`src/verilog/imr_pkg.sv`:
```
// constants and types shared by the interrupt and register front end
package imr_pkg;

    // ****************************************************************
    // register byte offsets
    // ****************************************************************
    localparam logic [7:0] OFS_RAW_STATUS   = 8'h00;
    localparam logic [7:0] OFS_EVENT_MASK   = 8'h04;
    localparam logic [7:0] OFS_EVENT_CLEAR  = 8'h08;
    localparam logic [7:0] OFS_CONFIG_ONE   = 8'h0C;
    localparam logic [7:0] OFS_CONFIG_TWO   = 8'h10;
    localparam logic [7:0] OFS_CONFIG_THREE = 8'h14;
    localparam logic [7:0] OFS_OWN_ADDRESS  = 8'h18;
    localparam logic [7:0] OFS_PAYLOAD      = 8'h1C;
    localparam logic [7:0] OFS_POINTER      = 8'h20;
    localparam logic [7:0] OFS_COMMAND      = 8'h24;

    // ****************************************************************
    // event field layout and reset values
    // ****************************************************************
    localparam int         EVENT_COUNT   = 4;
    localparam int         EV_ACK        = 0;
    localparam int         EV_STOP       = 1;
    localparam int         EV_NO_ACK     = 2;
    localparam int         EV_ARB_LOST   = 3;
    localparam int         ARB_ENA_BIT   = 28;
    localparam logic [3:0] RAW_RESET     = 4'h0;
    localparam logic [3:0] MASK_RESET    = 4'hF;
    localparam logic [31:0] WORD_RESET   = 32'h0000_0000;

    // ****************************************************************
    // decoded register selector
    // ****************************************************************
    typedef enum logic [3:0] {
        SEL_RAW    = 4'h0,
        SEL_MASK   = 4'h1,
        SEL_CLEAR  = 4'h2,
        SEL_CFG1   = 4'h3,
        SEL_CFG2   = 4'h4,
        SEL_CFG3   = 4'h5,
        SEL_OWN    = 4'h6,
        SEL_DATA   = 4'h7,
        SEL_PTR    = 4'h8,
        SEL_CMD    = 4'h9,
        SEL_NONE   = 4'hF
    } imr_sel_e;

    // ****************************************************************
    // complete module state
    // ****************************************************************
    typedef struct packed {
        logic        scl_meta;
        logic        scl_sync;
        logic        scl_prev;
        logic        sda_meta;
        logic        sda_sync;
        logic        sda_prev;
        logic [3:0]  raw;
        logic [3:0]  mask;
        logic [31:0] cfg_one;
        logic [31:0] cfg_two;
        logic [31:0] cfg_three;
        logic [31:0] own_addr;
        logic [31:0] payload;
        logic [31:0] pointer;
        logic [31:0] command;
        logic        command_strobe;
        logic [31:0] rdata;
        logic        err;
    } imr_state_s;

endpackage

```
`src/verilog/imr_regs.sv`:
```
// interrupt status, mask, clear and register map of the serial bus master
//
// Added by the designer: the APB register port.
`timescale 1ns/1ps

module imr_regs
    import imr_pkg::*;
#(
    parameter int ADDR_WIDTH = 12
) (
    input  wire logic                  pclk,
    input  wire logic                  presetn,
    input  wire logic                  psel,
    input  wire logic                  penable,
    input  wire logic                  pwrite,
    input  wire logic [ADDR_WIDTH-1:0] paddr,
    input  wire logic [31:0]           pwdata,
    output logic                       pready,
    output logic [31:0]                prdata,
    output logic                       pslverr,
    input  wire logic                  scl_in,
    input  wire logic                  sda_in,
    input  wire logic                  tx_bit_active,
    input  wire logic                  tx_bit_one,
    input  wire logic                  ack_slot,
    input  wire logic                  stop_pending,
    output logic                       irq,
    output logic [31:0]                config_one,
    output logic [31:0]                config_two,
    output logic [31:0]                config_three,
    output logic [31:0]                own_bus_address,
    output logic [31:0]                target_payload,
    output logic [31:0]                target_register_pointer,
    output logic [31:0]                command_value,
    output logic                       command_strobe
);

    // ****************************************************************
    // elaboration checks
    // ****************************************************************
    if (ADDR_WIDTH < 8 || ADDR_WIDTH > 32) begin : g_bad_width
        $error("imr_regs: ADDR_WIDTH must lie between 8 and 32");
    end

    // ****************************************************************
    // address decode
    // ****************************************************************
    function automatic imr_sel_e decode(input logic [ADDR_WIDTH-1:0] a);
        logic [31:0] wide;
        imr_sel_e    sel;
        wide = 32'(a);
        sel  = SEL_NONE;
        if (wide[31:8] == 24'h00_0000) begin
            unique case (wide[7:0])
                OFS_RAW_STATUS:   sel = SEL_RAW;
                OFS_EVENT_MASK:   sel = SEL_MASK;
                OFS_EVENT_CLEAR:  sel = SEL_CLEAR;
                OFS_CONFIG_ONE:   sel = SEL_CFG1;
                OFS_CONFIG_TWO:   sel = SEL_CFG2;
                OFS_CONFIG_THREE: sel = SEL_CFG3;
                OFS_OWN_ADDRESS:  sel = SEL_OWN;
                OFS_PAYLOAD:      sel = SEL_DATA;
                OFS_POINTER:      sel = SEL_PTR;
                OFS_COMMAND:      sel = SEL_CMD;
                default:          sel = SEL_NONE;
            endcase
        end
        return sel;
    endfunction

    // ****************************************************************
    // state
    // ****************************************************************
    imr_state_s st;
    imr_state_s next_st;

    imr_sel_e   sel;
    logic       setup_phase;
    logic       write_take;
    logic       scl_rise;
    logic       stop_seen;
    logic [3:0] events;
    logic [3:0] clear_bits;

    // ****************************************************************
    // next state
    // ****************************************************************
    always_comb begin
        next_st = st;
        sel         = decode(paddr);
        setup_phase = psel & ~penable;
        write_take  = psel & penable & pwrite;

        // serial bus pins pass two flops before anything reads them
        next_st.scl_meta = scl_in;
        next_st.scl_sync = st.scl_meta;
        next_st.scl_prev = st.scl_sync;
        next_st.sda_meta = sda_in;
        next_st.sda_sync = st.sda_meta;
        next_st.sda_prev = st.sda_sync;

        scl_rise  = st.scl_sync & ~st.scl_prev;
        // data rising while clock stays high marks a finished stop
        stop_seen = st.sda_sync & ~st.sda_prev & st.scl_sync & st.scl_prev;

        events = 4'h0;
        events[EV_ARB_LOST] = scl_rise & tx_bit_active & tx_bit_one & ~st.sda_sync
                              & st.cfg_one[ARB_ENA_BIT];
        events[EV_NO_ACK]   = scl_rise & ack_slot & st.sda_sync;
        events[EV_STOP]     = stop_seen & stop_pending;
        events[EV_ACK]      = scl_rise & ack_slot & ~st.sda_sync;

        clear_bits = 4'h0;
        if (write_take && sel == SEL_CLEAR) begin
            clear_bits = pwdata[3:0];
        end
        // an event in the clearing cycle wins over the clear
        next_st.raw = (st.raw & ~clear_bits) | events;

        next_st.command_strobe = 1'b0;
        if (write_take) begin
            unique case (sel)
                SEL_MASK: next_st.mask = pwdata[3:0];
                SEL_CFG1: next_st.cfg_one = pwdata;
                SEL_CFG2: next_st.cfg_two = pwdata;
                SEL_CFG3: next_st.cfg_three = pwdata;
                SEL_OWN:  next_st.own_addr = pwdata;
                SEL_DATA: next_st.payload = pwdata;
                SEL_PTR:  next_st.pointer = pwdata;
                SEL_CMD: begin
                    next_st.command        = pwdata;
                    next_st.command_strobe = 1'b1;
                end
                default: next_st.err = st.err;
            endcase
        end

        // read data and error are captured in the setup cycle
        if (setup_phase) begin
            next_st.err   = (sel == SEL_NONE);
            next_st.rdata = WORD_RESET;
            if (!pwrite) begin
                unique case (sel)
                    SEL_RAW:  next_st.rdata = {28'h000_0000, st.raw};
                    SEL_MASK: next_st.rdata = {28'h000_0000, st.mask};
                    SEL_CFG1: next_st.rdata = st.cfg_one;
                    SEL_CFG2: next_st.rdata = st.cfg_two;
                    SEL_CFG3: next_st.rdata = st.cfg_three;
                    SEL_OWN:  next_st.rdata = st.own_addr;
                    SEL_DATA: next_st.rdata = st.payload;
                    SEL_PTR:  next_st.rdata = st.pointer;
                    default:  next_st.rdata = WORD_RESET;
                endcase
            end
        end
    end

    // ****************************************************************
    // registers
    // ****************************************************************
    always_ff @(posedge pclk or negedge presetn) begin
        if (!presetn) begin
            st                <= '0;
            st.raw            <= RAW_RESET;
            st.mask           <= MASK_RESET;
            st.cfg_one        <= WORD_RESET;
            st.cfg_two        <= WORD_RESET;
            st.cfg_three      <= WORD_RESET;
            st.own_addr       <= WORD_RESET;
            st.payload        <= WORD_RESET;
            st.pointer        <= WORD_RESET;
            st.command        <= WORD_RESET;
            st.rdata          <= WORD_RESET;
        end else begin
            st <= next_st;
        end
    end

    // ****************************************************************
    // outputs
    // ****************************************************************
    assign pready                  = 1'b1;
    assign prdata                  = st.rdata;
    assign pslverr                 = st.err & psel & penable;
    assign irq                     = |(st.raw & ~st.mask);
    assign config_one              = st.cfg_one;
    assign config_two              = st.cfg_two;
    assign config_three            = st.cfg_three;
    assign own_bus_address         = st.own_addr;
    assign target_payload          = st.payload;
    assign target_register_pointer = st.pointer;
    assign command_value           = st.command;
    assign command_strobe          = st.command_strobe;

endmodule

```
`config.mk`:
```
export PLATFORM = sky130hd
export DESIGN_NAME = imr_regs
export DESIGN_NICKNAME = d
export VERILOG_FILES = /design/src/verilog/imr_pkg.sv /design/src/verilog/imr_regs.sv
export SDC_FILE = /design/constraint.sdc
export NUM_CORES = 1
export LEC_CHECK = 0
export BUFFER_PORTS_ARGS = -buffer_cell sky130_fd_sc_hd__clkbuf_2
export CORE_ASPECT_RATIO = 0.5
export CORE_MARGIN = 1
export CORE_UTILIZATION = 44
export DETAILED_ROUTE_END_ITERATION = 10
export HOLD_SLACK_MARGIN = 0.02
export PLACE_DENSITY = 0.67
export SLEW_MARGIN = 0
export SYNTH_ARGS = -nofsm -noshare
export SYNTH_HDL_FRONTEND = slang
export SYNTH_SLANG_ARGS = --single-unit
export TNS_END_PERCENT = 50
```
`constraint.sdc`:
```
create_clock -name pclk -period 4.14 [get_ports pclk]
set_clock_uncertainty 0.05 [all_clocks]
set_input_delay 0.414 -clock pclk [delete_from_list [all_inputs] [get_ports pclk]]
set_output_delay 0.414 -clock pclk [all_outputs]
set_load 0.03 [all_outputs]
```
### Word-level counts from Yosys, hierarchy flattened

Cells that the tools add are included.
Widths: inputs -> output; s select.

* add/sub/neg operators: 0
* $mul: 0
* div/mod/pow operators: 0
* order comparisons: 0
* eq/ne operators: 19
* shifts and indexed selects: 0
* muxes and demuxes: 7
* bitwise gates (word level): 26
* reductions and logical operators: 13

Operators by type and width (number)
* $pmux 32 s8: 1
* $pmux 4 s10: 1
* $eq 8x5->1 const B: 4
* $mux 32: 1
* $and 1x1->1: 17
* $eq 4x3->1 const B: 4
* $eq 8x4->1 const B: 2
* $eq 8x6->1 const B: 2
* $reduce_and 2->1: 8
* $eq 4x4->1 const B: 3
* $and 4x4->4: 2
* $eq 4x2->1 const B: 2
* $eq 8x3->1 const B: 1
* $logic_not 4->1: 2
* $logic_not 8->1: 1
* $mux 4: 2
* $not 4->4: 2
* $eq 4x1->1 const B: 1
* $not 1->1: 4
* $or 4x4->4: 1
* $reduce_or 4->1: 1
* $mux 1: 2
* $logic_and 1x1->1: 1

* register bits after elaboration: 272
* latch bits: 0
* bits in writable memories: 0
* memory bits (read-only): 0
* input bits: 55
* output and inout bits: 260
* word-level logic and storage cells: 83
* memories: 0

### Depth between registers and ports, before layout

Gate-level depths: netlist of the first run.

* depth in word-level cells: 9
* mapped depth: 7
* gate-level depth less buffers: 4

### Least setup slack after synthesis of the first run

OpenSTA, ideal clock, no wires.

* path kind: input to register
* start point: input paddr[11]
* end point: register st, in the netlist config_one[10]
* setup time: 0.127 ns
* arrival time: 2.211 ns
* required time: 3.963 ns
* slack: 1.752 ns
* stages: 7
* path buffers: 3
* cell sequence: or4_1 > buf_2 > nor4_4 > and2_1 > buf_4 > buf_6 > mux2_1

* longest elaborated chain between the ends: 4

Ends and longest elaborated chain
* start: declaration: RTL line imr_regs.sv:16 `input wire logic [ADDR_WIDTH-1:0] paddr,`
* $logic_not 4->1: RTL line imr_regs.sv:53 `if (wide[31:8] == 24'h00_0000) begin`
* $mux 4: RTL line imr_regs.sv:53
* $eq 4x2->1: RTL line imr_regs.sv:122 `unique case (sel)`
* $reduce_and 2->1 (no source line)
* end signal: assignment: RTL line imr_regs.sv:175 `st <= next_st;`
* end: declaration: RTL line imr_regs.sv:74 `imr_state_s st;`

No other way between the ends.
A chain may end at the register's enable or synchronous reset.

### Worst setup path in the final report of the first run

* start point: input paddr[11]
* end point: register st, in the netlist command_value[24]

* longest elaborated chain between the ends: 4

Ends and longest elaborated chain (RTL line)
* $logic_not 4->1: imr_regs.sv:53
* $mux 4: imr_regs.sv:53
* $eq 4x4->1: imr_regs.sv:122
* $reduce_and 2->1 (no source line)

No other way between the ends.

==> impl_metrics.tcl, run 1 <==
set metrics [dict create \
    status "finished, final reports clean" \
    maxCapViolCount 0 \
    path_cells "clkbuf_2 -> nor4_1 -> nand4_1 -> nor2_4 -> buf_12 -> mux2_2" \
    dr.pass1.iters 5 \
    final.setup.tns_ns 0 \
    clock_latency_ns 0.54 \
    port_buffers 313 \
    period_share 0.6479 \
    routedWlPerCell_um 23.05 \
    fill_cells 2643 \
    hp-start "ack_slot" \
    antenna_cells 0 \
    yosysMostFrequentCell "dfrtp_1" \
    ys_async_sr_fraction 1.000 \
    wl_met1_um 15850 \
    num_vias 8330 \
    gr-total-overflow 0 \
    clockRootBuffer "clkbuf_16" \
    ys_ff_latch 272 \
    cts.sinks 272 \
    synthCells 1072 \
    syn_to_final_growth_pct 8.261 \
    synth_common_cells "dfrtp_1 (268), buf_4 (258), mux2_2 (181)" \
    synth_seq_area_share 0.5065 \
    coreArea_um2 29510 \
    synth_edf_count 0 \
    io_pins 315 \
    drc_errors 0 \
    fin_crit_ns 2.682 \
    criticalPathCategory "in2reg" \
    hpwlAfterDp_um 24390 \
    place_inst 1485 \
    power_density_nw_per_um2 379.7 \
    route.met2.wl_um 16960 \
    gp_congestion 0.9042 \
    leakagePower_nw 7.695 \
    synth_area_leader_cell "dfrtp_1" \
    worstPathArrival_ns 3.05 \
    vias_per_cell 5.430 \
    ys_types 47 \
    rows 44 \
    worstSetupEndpointType "flop" \
    final_cells 1534 \
    max_slew_margin 0.2541 \
    synth_warnings 0 \
    slowest_stage "nor2_4" \
    start_util 0.4558 \
    max_stage_delay_ns 0.67 \
    crit_start "paddr[11]" \
    grt_pass1_vias 8559 \
    crit_required_ns 4.50 \
    tightest_slew_ns 1.119 \
    finalSetupViolCount 0 \
    synth_top_flop_cell "dfrtp_1" \
    top_layer "met4" \
    grt_usage 0.2220 \
    nets 1180 \
    numCtsBuffers 26 \
    post-cts-setup-buffers 0 \
    drive_above_1_share 0.4987 \
    htree_levels 1 \
    fp.dieH_um 125.6 \
    avgSynthCellArea_um2 12.55 \
    antenna_found_initial 0 \
    synth_area_leaders "dfrtp_1 (50%), mux2_2 (15%), buf_4 (14%), mux2i_1 (5.0%), mux2_1 (4.0%)" \
    syn_nets 1127 \
    min_path_type "in2reg" \
    start_kind "primary input" \
    peakVddDrop_v 0.0002699 \
    finalWirelength_um 35360 \
    grt_pass1_wl_um 53570 \
    timing.final.hold_violations 0 \
    clock_path_buffers 3 \
    rsz0062_at_grt "no" \
    die_area_um2 31310 \
    worstPathMaxFanout 21 \
    fmax_ghz 0.3728 \
    synth_top_area_frac 0.4987 \
    grt_start_max_net_pins 120 \
    clk_pin_slew_ns 0.07 \
    drtIter0Drc 551 \
    die_w_um 249.3 \
    maxSlewViolCount 0 \
    antenna_left 0 \
    reg2reg_from "config_one[3]" \
    dr_wl_met3_um 1697 \
    synth_area_um2 13450 \
    cts_tree "built" \
]
final cells by class:
cell class              instances  area (µm²)  area share
repair buffers                336        1809      0.1243
inverters                       6       22.52    0.001547
clock buffers                  37       773.2     0.05311
well taps                     391       489.2     0.03360
multi-input cells             483        4482      0.3078
flip-flops and latches        272        6812      0.4678
clock inverters                 9       172.7     0.01186
state kept, by name, summed over array words and instances, names as in the netlist:
| name | flops |
|---|---|
| config_three | 32 |
| own_bus_address | 32 |
| command_strobe | 1 |
| command_value | 32 |
| config_one | 32 |
| target_payload | 32 |
| config_two | 32 |
| next_st | 4 |
| prdata | 32 |
| st | 11 |
| target_register_pointer | 32 |
critical path: cells and delay by family:
family | cells | cell delay [ns]
buf+inv | 2 | 0.39
mux | 1 | 0.36
simple gates | 3 | 1.86
logic make-up (layout without fill, tap and decap cells):
kind of cell	count (synthesis)	in the layout	synth area share
muxes	296	296	0.2416
other	1	1	0.0002788
DFF	272	272	0.5065
buffers and inverters	317	388	0.1642
and+or+nand+nor	72	72	0.02986
AOI/OAI and AO/OA	114	114	0.05759
per-layer routing:
layer | GRT usage | vias to the layer above
met2 | 0.3612 | 248
met3 | 0.04072 | 56
met4 | 0.06100 | 0
li1 | - | 3657
met5 | 0 | -
met1 | 0.3061 | 4369
placed cells by master, fill, tap and decap left out, drive strengths merged, types with 8 or more instances in the layout:
cell / Yosys / layout
o21ai: 35 / 35
mux2: 229 / 229
a221oi: 31 / 31
mux2i: 67 / 67
nand2: 35 / 35
clkbuf: 22 / 348
dfrtp: 268 / 268
nor4: 8 / 8
o22ai: 30 / 30
buf: 289 / 22
path summary, 6_finish.rpt:
kind / end / slack [ns] / cells past startpoint
setup / recovery: command_value[24] / 1.46 / 6
hold / removal: st[262] / 0.07 / 3
setup reg to reg: prdata[3] / 2.60 / 4
hold reg to reg: next_st[266] / 0.30 / 0
max in group asynchronous: command_value[5] / 2.46 / 3
min in group asynchronous: next_st[267] / 0.48 / 2
where the power goes:
part | switching (W) | internal [W]
clock | 0.00103 | 0.00161
combinational | 0.000163 | 0.0000558
sequential | 0.00000517 | 0.00266
total | 0.00120 | 0.00433
what timing repair did:
item                                    CTS  global route
hold endpoints to repair                 75             0
hold buffers                              3             0
gates resized for setup                   0             0
endpoints found under the setup margin    0             0
stage by stage:
| stage | hold WS (ns) | power [W] | area, µm² | setup slack, ns | util |
|---|---|---|---|---|---|
| 2_1_floorplan | 0.06841 | 0.002797 | 13450 | 1.752 | - |
| 3_3_place_gp | 0.2848 | 0.002932 | 13580 | 0.9366 | 0.4604 |
| 3_5_place_dp | 0.2887 | 0.002937 | 13580 | 0.9503 | 0.4604 |
| 4_1_cts | 0.04958 | 0.005586 | 14560 | 1.512 | 0.4934 |
| 5_1_grt | 0.07767 | 0.005692 | 14560 | 1.376 | 0.4934 |
| 6_report | 0.07103 | 0.005529 | 14560 | 1.458 | 0.4934 |
Power figures use the tool's default switching activity.
==> run 2, diff against run 1 <==
Settings changed: PLACE_DENSITY 0.67 to 0.7.
Clock period 4.14 ns to 2.4 ns, I/O delays scaled along.
==> run 2 against run 1 <==
Sequential power rose by 73%. Critical path depth unchanged. Clock-buffer cell count is the same. Worst setup slack lost 1.1 ns. Hold slack worse by 0.012 ns. Critical endpoint is now own_bus_address[25]. Non-clock buffer count up 59.
==> impl_metrics.tcl, run 2 (synthesis results as in run 1) <==
set metrics [dict create \
    nets 1239 \
    final.setup.tns_ns 0 \
    antenna_cells 0 \
    rsz0062_at_grt "no" \
    cts.sinks 272 \
    routedWlPerCell_um 23.08 \
    crit_cells 6 \
    tightest_slew_ns 0.6517 \
    criticalPathCategory "in2reg" \
    fmax_ghz 0.4968 \
    grt_pass1_wl_um 56890 \
    final_common_cell "clkbuf_2" \
    worstPathMaxFanout 13 \
    max_stage_delay_ns 0.54 \
    fin_crit_ns 2.013 \
    gr-total-overflow 0 \
    crit_required_ns 2.77 \
    dr.pass1.iters 5 \
    power.switching_w 0.002112 \
    dp_slack_ns 0.09598 \
    numCtsBuffers 26 \
    clock_latency_ns 0.54 \
    antenna_left 0 \
    p_int_w 0.007307 \
    setup_slack_ns 0.3869 \
    drive_above_1_share 0.4979 \
    grt_usage 0.2350 \
    min_path_type "in2reg" \
    worstSetupEndpointType "flop" \
    finalWirelength_um 36790 \
    period_share 0.8388 \
    drtIter0Drc 551 \
    worstPathArrival_ns 2.38 \
    cts_tree "built" \
    io_pins 315 \
    r2r_cells 4 \
    total_power_w 0.009419 \
    cts-resized-gates 0 \
    clockRootBuffer "clkbuf_16" \
    grt_start_max_net_pins 78 \
    grt_pass1_vias 9172 \
    cp_top_family "buffers and inverters" \
    fill_cells 2577 \
    whs_ns 0.05880 \
    num_vias 8654 \
    antenna_found_initial 0 \
    slowest_stage "dlygate4sd3_1" \
    timing.final.hold_violations 0 \
    most-common-layout-cells "clkbuf_2 (311), dfrtp_1 (268), mux2_2 (181)" \
    seqPwrFrac 0.489 \
    htree_levels 1 \
    status "finished, final reports clean" \
    maxCapViolCount 0 \
    vias_per_cell 5.429 \
    clkPwrFrac 0.463 \
    syn_to_final_growth_pct 12.62 \
    start_kind "primary input" \
    clock_path_buffers 3 \
    max_slew_margin 0.5656 \
    pwr-share-comb 0.048 \
    clk_pin_slew_ns 0.06 \
    peakVddDrop_v 0.0004432 \
    coreArea_um2 29510 \
    drc_errors 0 \
    cpMostUsedCell "buf_4" \
    p_sw_frac 0.2242 \
    path_cells "dlygate4sd3_1 -> buf_4 -> nand4b_1 -> nor4_4 -> buf_4 -> mux2_2" \
    power_density_nw_per_um2 621.9 \
    multi_input_area_um2 4482 \
    gp_congestion 0.9111 \
    hpwlAfterDp_um 25400 \
    rows 44 \
    finalSetupViolCount 0 \
    seq_area_um2 6812 \
    start_util 0.4558 \
    leakagePower_nw 7.973 \
    port_buffers 313 \
    min_path_cells 3 \
    maxSlewViolCount 0 \
    die_w_um 249.3 \
    die_area_um2 31310 \
    fp.dieH_um 125.6 \
    critPathBufInv 3 \
]
==> run 2: cell count changes in the layout (fill, tap and decap cells not counted) <==
cell	before	now
clkinv_2	3	7
buf_4	17	36
bufinv_16	5	3
clkinvlp_4	1	0
dlygate4sd3_1	3	34
buf_12	4	13
==> run 2: power groups by stage <==
stage | combinational, W | sequential, W | clock, W
final | 0.000455 | 0.00461 | 0.00436
after global routing | 0.000493 | 0.00460 | 0.00463
after CTS | 0.000455 | 0.00460 | 0.00446
after floorplan | 0.000135 | 0.00469 | 0
after detailed placement | 0.000411 | 0.00469 | 0
after global placement | 0.000399 | 0.00469 | 0
==> run 2: final cells by class <==
| cell class | count | share of cell area |
|---|---|---|
| multi-input cells | 483 | 0.2959 |
| clock inverters | 10 | 0.008261 |
| flip-flops and latches | 272 | 0.4497 |
| clock buffers | 37 | 0.05105 |
| repair buffers | 395 | 0.1613 |
| inverters | 6 | 0.001487 |
| well taps | 391 | 0.03230 |
==> run 2: final timing paths <==
check                                  start             endpoint  slack (ns)
hold reg to reg                 next_st[270]         next_st[269]        0.30
setup reg to reg           target_payload[3]            prdata[3]        0.95
min in group asynchronous            presetn    command_value[30]        0.24
setup / recovery                    paddr[2]  own_bus_address[25]        0.39
max in group asynchronous            presetn        config_two[9]        1.31
hold / removal                  stop_pending              st[263]        0.06
==> run 2: timing repair <==
action,in CTS,in global routing
hold buffers,34,0
buffers inserted,0,0
endpoints found under the hold margin,255,0
==> run 2: metrics by stage <==
step	area (µm²)	cells	utilization
finish	15150	1594	0.5133
global route	15150	1594	0.5133
CTS	15150	1594	0.5133
detailed placement	13910	1513	0.4713
global placement	13910	1513	0.4713
floorplan	13450	1072	-
==> run 2: worst min-delay path: stages <==
cell      delay, ns
clkbuf_2       0.09
and4b_1        0.17
a21o_1         0.11
==> run 2: metal layers <==
layer  part of all wire  up-vias  GRT usage
met2               0.48      293     0.3801
met5                  0        -          0
met1               0.44     4537     0.3232
met3              0.047       78    0.03845
li1                   -     3746          -
met4              0.032        0    0.08061
==> run 3, diff against run 2 <==
Settings changed: ABC_AREA from default to 1, PLACE_DENSITY 0.7 to 0.67.
Clock period 2.4 ns to 1.9 ns, I/O delays scaled along.
==> run 3 against run 2 <==
Via count is 33% higher. Total power is 25% higher. Highest routed layer unchanged. Critical path type is now reg2out. Die area is 3.9% higher. Critical endpoint is now irq. Largest power group unchanged. Combinational power is 5.7% higher. Clock power is 25% higher.
==> impl_metrics.tcl, run 3 <==
set metrics [dict create \
    status "finished, final reports clean" \
    start_kind "flop" \
    htree_levels 1 \
    p_int_w 0.009144 \
    gp_congestion 0.9096 \
    numCtsBuffers 27 \
    finalWirelength_um 41820 \
    dr.pass1.iters 5 \
    ys_types 28 \
    fp.dieH_um 128.0 \
    port_buffers 313 \
    grt_start_max_net_pins 48 \
    io_pins 315 \
    avgSynthCellArea_um2 8.232 \
    r2r_end "st[265]" \
    rows 45 \
    maxCapViolCount 0 \
    max_stage_delay_ns 0.56 \
    r2r_cells 4 \
    clockRootBuffer "clkbuf_16" \
    drive_above_1_share 0.2570 \
    whs_ns 0.04343 \
    period_share 0.9599 \
    clock_latency_ns 0.55 \
    ys_async_sr_fraction 1.000 \
    coreArea_um2 30800 \
    synth_area_leaders "dfrtp_1 (48%), buf_4 (15%), nand2_1 (13%), nand3_1 (7.3%), o21ai_1 (6.3%)" \
    worstPathArrival_ns 1.58 \
    criticalPathCategory "reg2out" \
    synth_seq_area_share 0.4873 \
    die_w_um 254.1 \
    synth_edf_count 0 \
    p_sw_frac 0.2243 \
    antenna_left 0 \
    hp-start "psel" \
    synth_area_um2 13980 \
    timing.final.hold_violations 0 \
    clk_pin_slew_ns 0.07 \
    crit_required_ns 1.66 \
    yosysMostFrequentCell "nand2_1" \
    rsz0062_at_grt "no" \
    nets 1870 \
    antenna_found_initial 0 \
    most-common-layout-cells "nand2_1 (471), clkbuf_2 (311), dfrtp_1 (268)" \
    synth_top_area_frac 0.4798 \
    leakagePower_nw 8.592 \
    seqPwrFrac 0.495 \
    antenna_cells 0 \
    ys_ff_latch 272 \
    pwr-share-comb 0.041 \
    worstSetupEndpointType "output pin" \
    grt_pass1_wl_um 64090 \
    fill_cells 2914 \
    fmax_ghz 0.5483 \
    critPathBufInv 1 \
    synth_common_cells "nand2_1 (471), buf_4 (270), dfrtp_1 (268)" \
    worstPathMaxFanout 3 \
    synth_warnings 0 \
    grt_pass1_vias 10670 \
    holdPathEnd "command_strobe" \
    gr-total-overflow 0 \
    path_cells "o22ai_2 -> a21oi_2 -> o21ai_1 -> buf_4" \
    peakVddDrop_v 0.0005793 \
    min_path_cells 5 \
    routedWlPerCell_um 18.57 \
    min_path_type "in2reg" \
    finalSetupViolCount 0 \
    cts_tree "built" \
    synth_top_flop_cell "dfrtp_1" \
    total_power_w 0.01179 \
    reg2reg_from "next_st[266]" \
    die_area_um2 32530 \
    crit_cells 4 \
    syn_nets 1753 \
    grt_usage 0.2568 \
    vias_per_cell 5.105 \
    rrSetupSlack_ns 0.46 \
    drc_errors 0 \
    start_util 0.4538 \
    power.switching_w 0.002645 \
    cts.sinks 272 \
    slowest_stage "dfstp_2" \
    synth_area_leader_cell "dfrtp_1" \
    synthCells 1698 \
    clock_path_buffers 3 \
    num_vias 11500 \
    final_common_cell "nand2_1" \
    cp_top_family "flip-flops" \
    power_density_nw_per_um2 736.7 \
    hpwlAfterDp_um 29270 \
    maxSlewViolCount 0 \
    clkPwrFrac 0.464 \
    syn_to_final_growth_pct 14.49 \
    fin_crit_ns 1.824 \
    drtIter0Drc 1153 \
]
==> run 3: worst register-to-register path: stages, from the launching register on <==
cell and delay, ns:
dfrtp_1 0.39, inv_1 0.09, nand4_1 0.09, dlygate4sd3_1 0.58, o21ai_1 0.16
==> run 3: logic make-up after synthesis <==
group | Yosys count | synth area share
other | 1 | 0.0002683
AND/OR/NAND/NOR | 749 | 0.2308
flip-flops | 272 | 0.4873
buffers and inverters | 432 | 0.1939
AO/OA/AOI/OAI | 244 | 0.08773
==> run 3: area by class of cell <==
class	count	area, µm²	share of cell area
Multi-Input combinational cell	994	4499	0.2812
Tap cell	423	529.3	0.03307
Sequential cell	272	6812	0.4256
Clock buffer	35	755.7	0.04722
Inverter	85	319.1	0.01994
Timing Repair Buffer	435	2973	0.1858
Clock inverter	8	115.1	0.007193
==> run 3: power by group through the flow <==
| stage | Combinational, W | Sequential, W | Clock, W |
|---|---|---|---|
| final | 0.000481 | 0.00583 | 0.00547 |
| after global routing | 0.000538 | 0.00583 | 0.00580 |
| after CTS | 0.000486 | 0.00583 | 0.00554 |
| after detailed placement | 0.000421 | 0.00594 | 0 |
| after global placement | 0.000419 | 0.00594 | 0 |
| after floorplan | 0.000141 | 0.00593 | 0 |
==> run 3: repair_timing <==
| action | 4_1_cts | 5_1_grt |
|---|---|---|
| buffers inserted | 0 | 0 |
| gates resized for setup | 2 | 3 |
| hold buffers | 41 | 0 |
| hold endpoints to repair | 482 | 0 |
| gates cloned | 0 | 0 |
| setup endpoints to repair | 1 | 1 |
==> run 3: worst max-delay path by stage <==
| stage | from | slack, ns | endpoint |
|---|---|---|---|
| final | st[261] | 0.08 | irq |
| after global routing | st[261] | 0.04 | irq |
| after CTS | st[261] | 0.007 | irq |
| after detailed placement | paddr[7] | -0.25 | prdata[2] |
| after global placement | paddr[7] | -0.23 | prdata[2] |
| after floorplan | paddr[7] | 0.21 | own_bus_address[20] |
==> run 3: routing by layer <==
metal / share of wire / global-route usage / vias up
li1: - / - / 5430
met1: 0.45 / 0.3626 / 5547
met2: 0.46 / 0.3983 / 445
met3: 0.066 / 0.04853 / 74
met4: 0.032 / 0.08469 / 0
met5: 0 / 0 / -
==> run 3: stage by stage <==
step           std cells  instance area [µm²]  setup WS [ns]  TNS (ns)  utilization
2_1_floorplan       1698                13980         0.2076         0            -
3_3_place_gp        2168                14710        -0.2328    -30.31       0.4776
3_5_place_dp        2168                14710        -0.2479    -40.95       0.4776
4_1_cts             2252                15990       0.007053         0       0.5193
5_1_grt             2252                16000        0.03505         0       0.5196
6_report            2252                16000        0.07626         0       0.5196
